--- src/rtl/mgmt_pkg.sv ---
package mgmt_pkg;

    // Register byte addresses
    localparam logic [19:0] CTRL_OFS = 20'hc8300;
    localparam logic [19:0] STAT_OFS = 20'hc8304;
    localparam logic [19:0] MODE_OFS = 20'hc8308;

    // Access control field positions
    localparam int CTRL_BUSY_BIT = 0;
    localparam int CTRL_SUPP_BIT = 1;
    localparam int CTRL_C45_BIT = 2;
    localparam int CTRL_OP_LSB = 3;
    localparam int CTRL_IFSEL_BIT = 5;
    localparam int CTRL_DEV_LSB = 6;
    localparam int CTRL_PORT_LSB = 11;
    localparam int CTRL_AD_LSB = 16;

    // Status and bus configuration field positions
    localparam int STAT_BUSY_BIT = 0;
    localparam int STAT_DONE_BIT = 1;
    localparam int MODE_OFF_LSB = 21;
    localparam int MODE_PER_LSB = 24;

    // Values after reset
    localparam logic [2:0] MODE_PER_RST = 3'h1;
    localparam logic [2:0] MODE_OFF_RST = 3'h0;
    localparam logic [15:0] AD_RST = 16'h0000;

    // Half-period terminal count, low bits fixed
    localparam logic [4:0] PER_LOW_FIXED = 5'h1f;

    // Bit counter marks over preamble plus frame
    localparam logic [5:0] CNT_START_PRE = 6'h00;
    localparam logic [5:0] CNT_START_NOPRE = 6'h20;
    localparam logic [5:0] CNT_RELEASE = 6'h2e;
    localparam logic [5:0] CNT_DATA = 6'h30;
    localparam logic [5:0] CNT_LAST = 6'h3f;

    // Frame field codes
    localparam logic [1:0] C22_START = 2'b01;
    localparam logic [1:0] C45_START = 2'b00;
    localparam logic [1:0] C22_OP_WR = 2'b01;
    localparam logic [1:0] C22_OP_RD = 2'b10;
    localparam logic [1:0] C45_OP_ADDR = 2'b00;
    localparam logic [1:0] C45_OP_WR = 2'b01;
    localparam logic [1:0] C45_OP_RD = 2'b11;
    localparam logic [1:0] TA_DRIVE = 2'b10;

    localparam int NUM_BUSES = 3;

    typedef enum logic [1:0] {
        OP_ADDR = 2'b00,
        OP_WRITE = 2'b01,
        OP_READ_INC = 2'b10,
        OP_READ = 2'b11
    } mgmt_op_t;

endpackage

--- src/rtl/mgmt_serial_phy_access.sv ---
// Behaviour
// - Writing the control register launches a cycle and sets busy bit 0.
// - Read result lands in the portal field as busy clears.
// - Suppress bit omits the 32-bit preamble before each frame.
// - Opcode at bit 3: address, write, read-increment, read.
// - Address operation latches the target register address from the portal.
// - Write opcode sends the portal value to the selected target.
// - Read-increment reads the set address plus one, otherwise a plain read.
// - Clause 45 read-increment sends an address frame then a read frame; other accesses one frame, clause 22 address none.
// - Busy clears at cycle end; no new cycle starts while busy.
// - Bit 5 clear picks bus 0; set, bit 2 picks bus 1 or 2.
// - Buses 0 and 1 use clause 22 frames, bus 2 clause 45.
// - Five-bit device field at bit 6 picks one of 32 devices.
// - Five-bit port field at bit 11 picks one of 32 ports.
// - Sixteen-bit field at bit 16 carries register address or data.
// - Done flag sets at each cycle end; software writes zero to clear.
// - Management clock toggles when a free counter hits the half period.
// - Half-period low five bits fixed at 31, upper three programmable.
// - Data changes or is sampled when the counter equals the offset.
`timescale 1ns/1ps
`default_nettype none
module mgmt_serial_phy_access
    import mgmt_pkg::*;
#(
    parameter int ADDR_W = 20
) (
    // Clock and reset
    input wire logic clk_sys_in,
    input wire logic srst_in,
    // APB slave
    input wire logic psel_in,
    input wire logic penable_in,
    input wire logic pwrite_in,
    input wire logic [ADDR_W-1:0] paddr_in,
    input wire logic [31:0] pwdata_in,
    output logic [31:0] prdata_out,
    output logic pready_out,
    output logic pslverr_out,
    // Completion level
    output logic done_out,
    // Management buses
    output logic [NUM_BUSES-1:0] mdc_out,
    output logic [NUM_BUSES-1:0] mdio_o_out,
    output logic [NUM_BUSES-1:0] mdio_oe_n_out,
    input wire logic [NUM_BUSES-1:0] mdio_i_in
);

    typedef enum logic [1:0] {
        ST_IDLE,
        ST_SHIFT,
        ST_FINISH
    } state_t;

    state_t state_q;
    state_t state_d;
    logic busy_q;
    logic done_q;
    logic supp_q;
    logic c45_q;
    logic [1:0] op_q;
    logic ifsel_q;
    logic [4:0] dev_q;
    logic [4:0] port_q;
    logic [15:0] ad_q;
    logic [15:0] regaddr_q;
    logic [2:0] per_q;
    logic [2:0] off_q;
    logic [63:0] sh_q;
    logic [5:0] cnt_q;
    logic [15:0] rd_q;
    logic second_q;
    logic armed_q;
    logic [31:0] prdata_q;
    logic pready_q;
    logic pslverr_q;
    logic mdc_w;
    logic drive_tick;
    logic sample_tick;

    // Bus decode
    wire logic setup = psel_in & ~penable_in;
    wire logic access = psel_in & penable_in & pready_q;
    wire logic hit_ctrl = (paddr_in == CTRL_OFS[ADDR_W-1:0]);
    wire logic hit_stat = (paddr_in == STAT_OFS[ADDR_W-1:0]);
    wire logic hit_mode = (paddr_in == MODE_OFS[ADDR_W-1:0]);
    wire logic hit_any = hit_ctrl | hit_stat | hit_mode;
    wire logic wr_ctrl = access & pwrite_in & hit_ctrl;
    wire logic wr_stat = access & pwrite_in & hit_stat;
    wire logic wr_mode = access & pwrite_in & hit_mode;

    // Control writes while busy are dropped so the running frame cannot be corrupted
    wire logic launch = wr_ctrl & ~busy_q;
    wire mgmt_op_t new_op = mgmt_op_t'(pwdata_in[CTRL_OP_LSB +: 2]);
    wire logic new_c45 = pwdata_in[CTRL_IFSEL_BIT] & pwdata_in[CTRL_C45_BIT];
    wire logic [15:0] new_ad = pwdata_in[CTRL_AD_LSB +: 16];
    wire logic [15:0] inc_addr = regaddr_q + 16'h0001;
    wire logic op_is_read = op_q[1];
    // Clause 22 carries no address frame, so its setup completes at once
    wire logic no_frame = launch & (new_op == OP_ADDR) & ~new_c45;

    // Bus select
    wire logic [1:0] bus_sel = ~ifsel_q ? 2'd0 : (c45_q ? 2'd2 : 2'd1);

    // Frame composition for the first frame of a cycle
    wire logic [15:0] launch_reg = (new_op == OP_ADDR) ? new_ad :
                                   (new_op == OP_READ_INC) ? inc_addr : regaddr_q;
    wire logic [1:0] c22_op = (new_op == OP_WRITE) ? C22_OP_WR : C22_OP_RD;
    wire logic [1:0] c45_op = (new_op == OP_WRITE) ? C45_OP_WR :
                              (new_op == OP_READ) ? C45_OP_RD : C45_OP_ADDR;
    wire logic [15:0] c45_payload = (new_op == OP_WRITE) ? new_ad :
                                    (new_op == OP_READ) ? 16'hffff : launch_reg;
    wire logic [15:0] c22_payload = (new_op == OP_WRITE) ? new_ad : 16'hffff;
    wire logic [1:0] c45_ta = (new_op[1] & new_op[0]) ? 2'b11 : TA_DRIVE;
    wire logic [1:0] c22_ta = (new_op == OP_WRITE) ? TA_DRIVE : 2'b11;
    // Port field is the PHY address; device field is the clause 45 device
    wire logic [31:0] frame_c22 = {C22_START, c22_op, pwdata_in[CTRL_PORT_LSB +: 5],
                                   launch_reg[4:0], c22_ta, c22_payload};
    wire logic [31:0] frame_c45 = {C45_START, c45_op, pwdata_in[CTRL_PORT_LSB +: 5],
                                   pwdata_in[CTRL_DEV_LSB +: 5], c45_ta, c45_payload};
    wire logic [31:0] first_frame = new_c45 ? frame_c45 : frame_c22;
    // Second frame of a clause 45 read-increment: a read at the new address
    wire logic [31:0] read_frame = {C45_START, C45_OP_RD, port_q, dev_q, 2'b11, 16'hffff};
    wire logic [5:0] start_cnt = pwdata_in[CTRL_SUPP_BIT] ? CNT_START_NOPRE
                                                          : CNT_START_PRE;
    wire logic [5:0] restart_cnt = supp_q ? CNT_START_NOPRE : CNT_START_PRE;
    wire logic needs_second = launch & new_c45 & (new_op == OP_READ_INC);

    // Serial engine status
    wire logic last_bit = sample_tick & (cnt_q == CNT_LAST);
    wire logic cur_read = op_is_read & ~second_q;
    wire logic released = cur_read & (cnt_q >= CNT_RELEASE);
    wire logic drive_en = (state_q == ST_SHIFT) & armed_q & ~released;
    wire logic capture = (state_q == ST_SHIFT) & sample_tick & cur_read
                         & (cnt_q >= CNT_DATA);

    // Input synchronisers and filtered levels
    logic [NUM_BUSES-1:0] sync1_q;
    logic [NUM_BUSES-1:0] sync2_q;
    logic [NUM_BUSES-1:0] sync3_q;
    logic [NUM_BUSES-1:0] filt_q;
    logic [NUM_BUSES-1:0] mdc_q;
    logic [NUM_BUSES-1:0] dout_q;
    logic [NUM_BUSES-1:0] oe_n_q;

    genvar b;
    generate
        for (b = 0; b < NUM_BUSES; b++) begin : g_bus
            wire logic sel_b = (bus_sel == 2'(b));
            always_ff @(posedge clk_sys_in) begin
                if (srst_in) begin
                    sync1_q[b] <= 1'b1;
                    sync2_q[b] <= 1'b1;
                    sync3_q[b] <= 1'b1;
                    filt_q[b] <= 1'b1;
                    mdc_q[b] <= 1'b0;
                    dout_q[b] <= 1'b1;
                    oe_n_q[b] <= 1'b1;
                end else begin
                    sync1_q[b] <= mdio_i_in[b];
                    sync2_q[b] <= sync1_q[b];
                    sync3_q[b] <= sync2_q[b];
                    if (sync2_q[b] == sync3_q[b]) begin
                        filt_q[b] <= sync3_q[b];
                    end
                    mdc_q[b] <= mdc_w;
                    dout_q[b] <= sh_q[63];
                    oe_n_q[b] <= ~(drive_en & sel_b);
                end
            end
        end
    endgenerate

    wire logic rx_bit = filt_q[bus_sel];

    mgmt_clk_div u_div (
        .clk_sys_in(clk_sys_in),
        .srst_in(srst_in),
        .period_hi_in(per_q),
        .offset_in(off_q),
        .mdc_out(mdc_w),
        .drive_tick_out(drive_tick),
        .sample_tick_out(sample_tick)
    );

    // Sequencer
    always_comb begin
        state_d = state_q;
        unique case (state_q)
            ST_IDLE: begin
                if (launch) begin
                    state_d = no_frame ? ST_FINISH : ST_SHIFT;
                end
            end
            ST_SHIFT: begin
                if (last_bit && !second_q) begin
                    state_d = ST_FINISH;
                end
            end
            ST_FINISH: begin
                state_d = ST_IDLE;
            end
        endcase
    end

    always_ff @(posedge clk_sys_in) begin
        if (srst_in) begin
            state_q <= ST_IDLE;
            busy_q <= 1'b0;
            second_q <= 1'b0;
            sh_q <= '1;
            cnt_q <= CNT_START_PRE;
        end else begin
            state_q <= state_d;
            if (launch) begin
                busy_q <= 1'b1;
                second_q <= needs_second;
                sh_q <= pwdata_in[CTRL_SUPP_BIT] ? {first_frame, 32'hffffffff}
                                                 : {32'hffffffff, first_frame};
                cnt_q <= start_cnt;
            end else if (last_bit && second_q) begin
                second_q <= 1'b0;
                sh_q <= supp_q ? {read_frame, 32'hffffffff} : {32'hffffffff, read_frame};
                cnt_q <= restart_cnt;
            end else if (state_q == ST_SHIFT && sample_tick && armed_q) begin
                sh_q <= {sh_q[62:0], 1'b1};
                cnt_q <= cnt_q + 6'h01;
            end
            if (state_q == ST_FINISH) begin
                busy_q <= 1'b0;
            end
        end
    end

    // First bit waits for a drive tick so it is set up before the first rising edge
    always_ff @(posedge clk_sys_in) begin
        if (srst_in) begin
            armed_q <= 1'b0;
        end else if (state_q != ST_SHIFT) begin
            armed_q <= 1'b0;
        end else if (drive_tick) begin
            armed_q <= 1'b1;
        end
    end

    // Control fields, register address and read data
    always_ff @(posedge clk_sys_in) begin
        if (srst_in) begin
            supp_q <= 1'b0;
            c45_q <= 1'b0;
            op_q <= OP_ADDR;
            ifsel_q <= 1'b0;
            dev_q <= 5'h00;
            port_q <= 5'h00;
            ad_q <= AD_RST;
            regaddr_q <= AD_RST;
            rd_q <= 16'h0000;
        end else begin
            if (launch) begin
                supp_q <= pwdata_in[CTRL_SUPP_BIT];
                c45_q <= pwdata_in[CTRL_C45_BIT];
                op_q <= new_op;
                ifsel_q <= pwdata_in[CTRL_IFSEL_BIT];
                dev_q <= pwdata_in[CTRL_DEV_LSB +: 5];
                port_q <= pwdata_in[CTRL_PORT_LSB +: 5];
                ad_q <= new_ad;
                if (new_op == OP_ADDR || new_op == OP_READ_INC) begin
                    regaddr_q <= launch_reg;
                end
            end
            if (capture) begin
                rd_q <= {rd_q[14:0], rx_bit};
            end
            if (state_q == ST_FINISH && op_is_read) begin
                ad_q <= rd_q;
            end
        end
    end

    // Done flag: a completion in the clearing cycle wins
    always_ff @(posedge clk_sys_in) begin
        if (srst_in) begin
            done_q <= 1'b0;
        end else if (state_q == ST_FINISH) begin
            done_q <= 1'b1;
        end else if (wr_stat && !pwdata_in[STAT_DONE_BIT]) begin
            done_q <= 1'b0;
        end
    end

    // Bus configuration
    always_ff @(posedge clk_sys_in) begin
        if (srst_in) begin
            per_q <= MODE_PER_RST;
            off_q <= MODE_OFF_RST;
        end else if (wr_mode) begin
            per_q <= pwdata_in[MODE_PER_LSB +: 3];
            off_q <= pwdata_in[MODE_OFF_LSB +: 3];
        end
    end

    // Read mux, registered in the setup cycle; one wait-free access phase
    wire logic [31:0] ctrl_rd = {ad_q, port_q, dev_q, ifsel_q, op_q, c45_q, supp_q, busy_q};
    wire logic [31:0] stat_rd = {30'h0, done_q, busy_q};
    wire logic [31:0] mode_rd = {5'h00, per_q, off_q, 21'h000000};
    wire logic [31:0] rd_mux = hit_ctrl ? ctrl_rd : hit_stat ? stat_rd :
                               hit_mode ? mode_rd : 32'h0;

    always_ff @(posedge clk_sys_in) begin
        if (srst_in) begin
            prdata_q <= 32'h0;
            pready_q <= 1'b0;
            pslverr_q <= 1'b0;
        end else begin
            pready_q <= setup;
            pslverr_q <= setup & ~hit_any;
            if (setup) begin
                prdata_q <= rd_mux;
            end
        end
    end

    assign prdata_out = prdata_q;
    assign pready_out = pready_q;
    assign pslverr_out = pslverr_q;
    assign done_out = done_q;
    assign mdc_out = mdc_q;
    assign mdio_o_out = dout_q;
    assign mdio_oe_n_out = oe_n_q;
endmodule // mgmt_serial_phy_access
`default_nettype wire

--- src/rtl/mgmt_clk_div.sv ---
`timescale 1ns/1ps
`default_nettype none
module mgmt_clk_div
    import mgmt_pkg::*;
(
    // Clock and reset
    input wire logic clk_sys_in,
    input wire logic srst_in,
    // Settings
    input wire logic [2:0] period_hi_in,
    input wire logic [2:0] offset_in,
    // Management clock and data ticks
    output logic mdc_out,
    output logic drive_tick_out,
    output logic sample_tick_out
);

    logic [7:0] cnt_q;
    logic [7:0] cnt_d;
    logic mdc_q;
    wire logic [7:0] term = {period_hi_in, PER_LOW_FIXED};
    wire logic at_term = (cnt_q == term);
    wire logic at_offset = (cnt_q == {5'h00, offset_in});

    assign cnt_d = at_term ? 8'h00 : cnt_q + 8'h01;

    always_ff @(posedge clk_sys_in) begin
        if (srst_in) begin
            cnt_q <= 8'h00;
            mdc_q <= 1'b0;
        end else begin
            cnt_q <= cnt_d;
            if (at_term) begin
                mdc_q <= ~mdc_q;
            end
        end
    end

    // Drive in the low half, sample in the high half
    assign mdc_out = mdc_q;
    assign drive_tick_out = at_offset & ~mdc_q;
    assign sample_tick_out = at_offset & mdc_q;
endmodule // mgmt_clk_div
`default_nettype wire

--- config.mk ---
export PLATFORM = sky130hd
export DESIGN_NAME = mgmt_serial_phy_access
export DESIGN_NICKNAME = d
export VERILOG_FILES = /design/src/rtl/mgmt_pkg.sv /design/src/rtl/mgmt_serial_phy_access.sv /design/src/rtl/mgmt_clk_div.sv
export SDC_FILE = /design/constraint.sdc
export NUM_CORES = 1
export LEC_CHECK = 0
export BUFFER_PORTS_ARGS = -buffer_cell sky130_fd_sc_hd__buf_2
export CAP_MARGIN = 40
export CELL_PAD_IN_SITES_DETAIL_PLACEMENT = 2
export CELL_PAD_IN_SITES_GLOBAL_PLACEMENT = 2
export CORE_MARGIN = 5
export CORE_UTILIZATION = 39
export DETAILED_ROUTE_END_ITERATION = 10
export PLACE_DENSITY = 0.93
export SETUP_SLACK_MARGIN = 0.05
export SYNTH_ARGS = -nofsm -noshare
export SYNTH_HDL_FRONTEND = slang
export SYNTH_HIERARCHICAL = 1
export SYNTH_SLANG_ARGS = --single-unit
--- constraint.sdc ---
create_clock -name clk_sys_in -period 5.7 [get_ports clk_sys_in]
set_clock_uncertainty 0.05 [all_clocks]
set_input_delay 1.14 -clock clk_sys_in [delete_from_list [all_inputs] [get_ports clk_sys_in]]
set_output_delay 1.14 -clock clk_sys_in [all_outputs]
set_load 0.02 [all_outputs]
==> flow_metrics.tcl, run 1 <==
set metrics [dict create \
    num-nets-final 1254 \
    clkTransAtPathRegs_ps 70 \
    r2r-end "sh_q[30]" \
    cts_buffers 23 \
    syn_inst 1137 \
    cts_tree "yes" \
    tightest_slew_ps 974 \
    grt_usage_pct 30.8 \
    postCtsSetupRepairBufs 0 \
    detailed_place_hpwl_um 27200 \
    p_leak_uw 0.00438 \
    worstRegToRegCells 10 \
    port_buffers 102 \
    maxCapViolCount 0 \
    grt_antenna_before_repair 2 \
    setup_viol 0 \
    hold_class "reg -> reg" \
    initial_core_util_pct 39.2 \
    vias 9910 \
    first_pass_iters 5 \
    wl_um 45000 \
    yosysWarningCount 6 \
    clockBufferDepth 3 \
    final_cell_area_um2 11200 \
    crit_path_start "u_div/cnt_q[2]" \
    layout-drive-gt1-share_pct 16.9 \
    arrival_ps 4640 \
    yosysSeqAreaShare_pct 42.0 \
    clock_latency_ps 540 \
    synth_cell_type_count 76 \
    coreArea_um2 25000 \
    crit_fanout 31 \
    async_flop_share_pct 0 \
    finalHoldViolCount 0 \
    grt_pass1_wl_um 68800 \
    ctsResizeCount 0 \
    hold_slack_ps 376 \
    r2r_start "u_div/cnt_q[2]" \
    power_density_nw_per_um2 289 \
    ant_nets 0 \
    rsz0062_at_grt "no" \
    finalNonFillerCells 1535 \
    layout_commonest_cell "dfxtp_1" \
    syn_area_um2 9780 \
    drtIter0Drc 725 \
    overflow 0 \
    endpoint "sh_q[30]" \
    period_share_pct 75.0 \
    fmax_ghz 0.234 \
    start_kind "register" \
    status "complete, no violations" \
    grt_pass1_vias 11000 \
    clock_sinks 205 \
    die_area_um2 28300 \
    timing.setup.tns_ps 0 \
    clock-root-buffer "clkbuf_16" \
    synth_edf_count 0 \
    critPathKind "reg -> reg" \
    dpl_cell_area_um2 10500 \
    relSlewSlack_pct 34.6 \
    end_kind "register" \
    crit_required_ps 6070 \
    wire_per_inst_um 29.3 \
    synth.avg_cell_area_um2 8.60 \
    drv_slew 0 \
    ys_ff_latch 205 \
    viasPerCell 6.46 \
    synth_ff_type "dfxtp_1" \
    grt_max_degree 59 \
    die_h_um 168 \
    peakVddDrop_v 0.000214 \
    min_period_ps 4270 \
    ios 104 \
    placed_cells 1492 \
    drc_errors 0 \
    area_growth_pct 15.0 \
    cts_hold_buf 0 \
    syn_nets 1204 \
    most-common-layout-cells "205 x dfxtp_1, 138 x nand2_1, 105 x nor2_1, 101 x buf_2, 65 x a21oi_1" \
    place.gp.congestion 0.840 \
    die_w_um 168 \
    finalPower_uw 3250 \
    rows 58 \
    htreeDepth 1 \
    rrSetupSlack_ps 1430 \
]
## worst min-delay path by stage
stage / startpoint / end / slack [ps] / depth (start not counted)
6_report: sync1_q[2] / sync2_q[2] / 380 / 1
5_1_grt: sync1_q[2] / sync2_q[2] / 390 / 1
4_1_cts: sync1_q[2] / sync2_q[2] / 380 / 1
3_5_place_dp: sync1_q[1] / sync2_q[1] / 350 / 1
3_3_place_gp: sync1_q[2] / sync2_q[2] / 340 / 1
2_1_floorplan: sync1_q[0] / sync2_q[0] / 340 / 1
## synth_stat cells (13+ instances only)
cell / number / area share (%)
dfxtp_1: 205 / 42
nand2_1: 138 / 5.3
nor2_1: 106 / 4.1
clkbuf_1: 72 / 2.8
a21oi_1: 65 / 3.3
mux2i_1: 36 / 3.7
o21ai_0: 36 / 1.8
nor3_1: 30 / 1.5
a22o_1: 27 / 2.4
and3_1: 24 / 1.5
nand3_1: 24 / 1.2
a21o_1: 20 / 1.5
a221o_1: 19 / 1.9
or3_1: 18 / 1.2
a311oi_1: 17 / 1.5
a31oi_1: 17 / 1.1
o31ai_1: 17 / 1.3
buf_2: 15 / 0.77
inv_1: 15 / 0.58
nor3b_1: 13 / 1.0
## cell type report
type / count / area (um^2)
fillers: 2715 / 13700
multi-input cells: 817 / 5210
flip-flops and latches: 205 / 4100
repair buffers: 125 / 733
clock buffers: 32 / 649
well taps: 330 / 413
clock inverters: 10 / 82.6
inverters: 15 / 56.3
diodes: 1 / 2.50
## where the power goes
part	internal (uW)	switching [uW]
sequential	1450	19.5
clock	844	668
combinational	86.3	180
total	2380	868
## sequential cells by signal, indices dropped and copies added, names as in the netlist, 5 cells and up
register     flops
sh_q            64
prdata_out      32
ad_q            16
rd_q            16
regaddr_q       16
u_div/cnt_q      8
cnt_q            6
dev_q            5
port_q           5
## layer usage
metal / vias up / GRT usage [%] / wire length [um]
li1: 4221 / - / -
met1: 4996 / 35.3 / 17000
met2: 492 / 54.7 / 22400
met3: 199 / 5.19 / 2650
met4: 2 / 16.2 / 2870
met5: - / 0 / 11
## through the flow
step	setup WS, ps	util (%)
2_1_floorplan	2830	-
3_3_place_gp	1830	41.7
3_5_place_dp	1640	42.1
4_1_cts	1620	45.0
5_1_grt	1430	45.1
6_report	1430	45.1
## critical path, stage by stage (launching register included)
cell	delay, ps
dfxtp_1	500
xnor2_1	210
nand3_1	180
nor3_1	820
and4_1	420
and3_1	750
buf_4	320
nor2_1	80
buf_4	280
and3_1	260
a211o_1	270
## cells by family (layout without fill, tap and decap cells)
| kind of cell | count (synthesis) | in the layout | share of synthesized area [%] |
|---|---|---|---|
| other cells | 0 | 1 | 0 |
| xor+xnor | 21 | 21 | 1.96 |
| simple gates | 445 | 445 | 23.3 |
| buf+inv | 115 | 182 | 4.99 |
| mux | 46 | 46 | 4.84 |
| fa+ha+maj | 7 | 7 | 0.896 |
| compound gates | 298 | 298 | 22.0 |
| flops | 205 | 205 | 42.0 |
No activity file was read; power rests on OpenSTA's default activity.
==> run 2, diff against run 1 <==
Settings changed: CORE_UTILIZATION 39 to 36, PLACE_DENSITY 0.93 to 0.87.
Clock period 5.7 ns to 4 ns, I/O delays scaled along.
==> flow_metrics.tcl, run 2 (synthesis results as in run 1) <==
set metrics [dict create \
    power_density_nw_per_um2 429 \
    r2r_start "u_div/cnt_q[6]" \
    timing.setup.tns_ps 0 \
    ctsResizeCount 0 \
    start_kind "register" \
    relSlewSlack_pct 37.5 \
    drv_slew 0 \
    crit_fanout 14 \
    clockBufferDepth 3 \
    dpl_cell_area_um2 10600 \
    clkTransAtPathRegs_ps 60 \
    first_pass_iters 5 \
    critPathKind "reg -> reg" \
    grt_antenna_before_repair 1 \
    min_period_ps 3010 \
    rrSetupSlack_ps 990 \
    whs_path_depth 1 \
    detailed_place_hpwl_um 25500 \
    r2r-end "sh_q[60]" \
    vias 9475 \
    layout-drive-gt1-share_pct 17.9 \
    rows 60 \
    p_leak_uw 0.00445 \
    drc_errors 0 \
    arrival_ps 3340 \
    status "complete, no violations" \
    die_h_um 175 \
    grt_usage_pct 24.9 \
    port_buffers 102 \
    finalPower_uw 4910 \
    setup_ws_ps 989 \
    clock_sinks 205 \
    worstHoldEndpoint "sync2_q[0]" \
    rsz0062_at_grt "no" \
    setup_viol 0 \
    largest_reg_flops 64 \
    htreeDepth 1 \
    postCtsSetupRepairBufs 0 \
    end_kind "register" \
    ios 104 \
    tightest_slew_ps 929 \
    crit_required_ps 4330 \
    wire_per_inst_um 25.3 \
    wl_um 39400 \
    most-common-layout-cells "205 x dfxtp_1, 138 x nand2_1, 105 x nor2_1, 101 x buf_2, 65 x a21oi_1" \
    initial_core_util_pct 36.4 \
    overflow 0 \
    clock_latency_ps 540 \
    ant_nets 0 \
    hp-start "sync1_q[0]" \
    clock-root-buffer "clkbuf_16" \
    hold_class "reg -> reg" \
    grt_pass1_wl_um 61600 \
    dp_slack_ps 839 \
    die_w_um 175 \
    finalHoldViolCount 0 \
    num-nets-final 1264 \
    regMostFlops "sh_q" \
    cts_tree "yes" \
    cts_buffers 25 \
    n_fill_cell 2928 \
    maxCapViolCount 0 \
    worstRegToRegCells 10 \
    coreArea_um2 26900 \
    place.gp.congestion 0.794 \
    area_growth_pct 17.0 \
    diodes 0 \
    cts_hold_buf 0 \
    final_cell_area_um2 11400 \
    grt_max_degree 70 \
    drtIter0Drc 553 \
    peakVddDrop_v 0.000284 \
    period_share_pct 75.3 \
    layout_commonest_cell "dfxtp_1" \
    grt_pass1_vias 10500 \
    viasPerCell 6.09 \
    die_area_um2 30600 \
    fmax_ghz 0.332 \
    finalCoreUtilization_pct 42.6 \
]
-- run 2: cell count changes in the layout (fill, tap and decap cells not counted), moves of 2 or more --
cell / before / now
clkbuf_1: 5 / 2
clkbuf_16: 23 / 25
bufinv_16: 1 / 4
buf_4: 15 / 29
clkinvlp_4: 0 / 7
buf_8: 6 / 1
clkinv_2: 7 / 1
-- run 2: final cells by class --
type,count,area (um^2),area share (%)
Multi-Input combinational cell,817,5190,45.4
Sequential cell,205,4100,35.9
Timing Repair Buffer,133,786,6.87
Clock buffer,31,688,6.01
Tap cell,341,427,3.73
Clock inverter,13,186,1.63
Inverter,15,56.3,0.492
-- run 2: power by group --
group	total [uW]	switching, uW	internal [uW]
logic	358	236	122
registers	2090	24.6	2060
clock network	2460	980	1480
-- run 2: per-layer routing --
metal  vias to the layer above  share of wire, %  GRT usage (%)
li1                       4249                 -              -
met1                      4843                41           29.7
met2                       275                50           45.1
met3                       106               4.5           3.96
met4                         2               4.1           9.10
met5                         -             0.046              0
-- run 2: per-stage QoR --
stage | cells | hold WS, ps
after floorplan | 1137 | 339
after global placement | 1508 | 341
after detailed placement | 1511 | 346
after CTS | 1555 | 364
after global routing | 1555 | 389
final | 1555 | 362
-- run 2: worst max-delay path, cell delays in order (launching register included) --
cell	delay, ps
dfxtp_1	400
nor4_1	370
nand2_1	120
nor3_1	180
buf_4	180
and4_1	280
and3_1	260
nor2_1	130
buf_4	210
and3_1	190
or4_1	500
-- run 2: how the worst max path moves through the flow --
stage	start	to	cells after the start
floorplan	paddr_in[10]	sh_q[24]	7
finish	u_div/cnt_q[6]	sh_q[60]	10
detailed placement	pwdata_in[4]	sh_q[21]	6
global placement	u_div/cnt_q[2]	sh_q[31]	10
global route	u_div/cnt_q[6]	sh_q[55]	11
CTS	u_div/cnt_q[6]	sh_q[60]	10
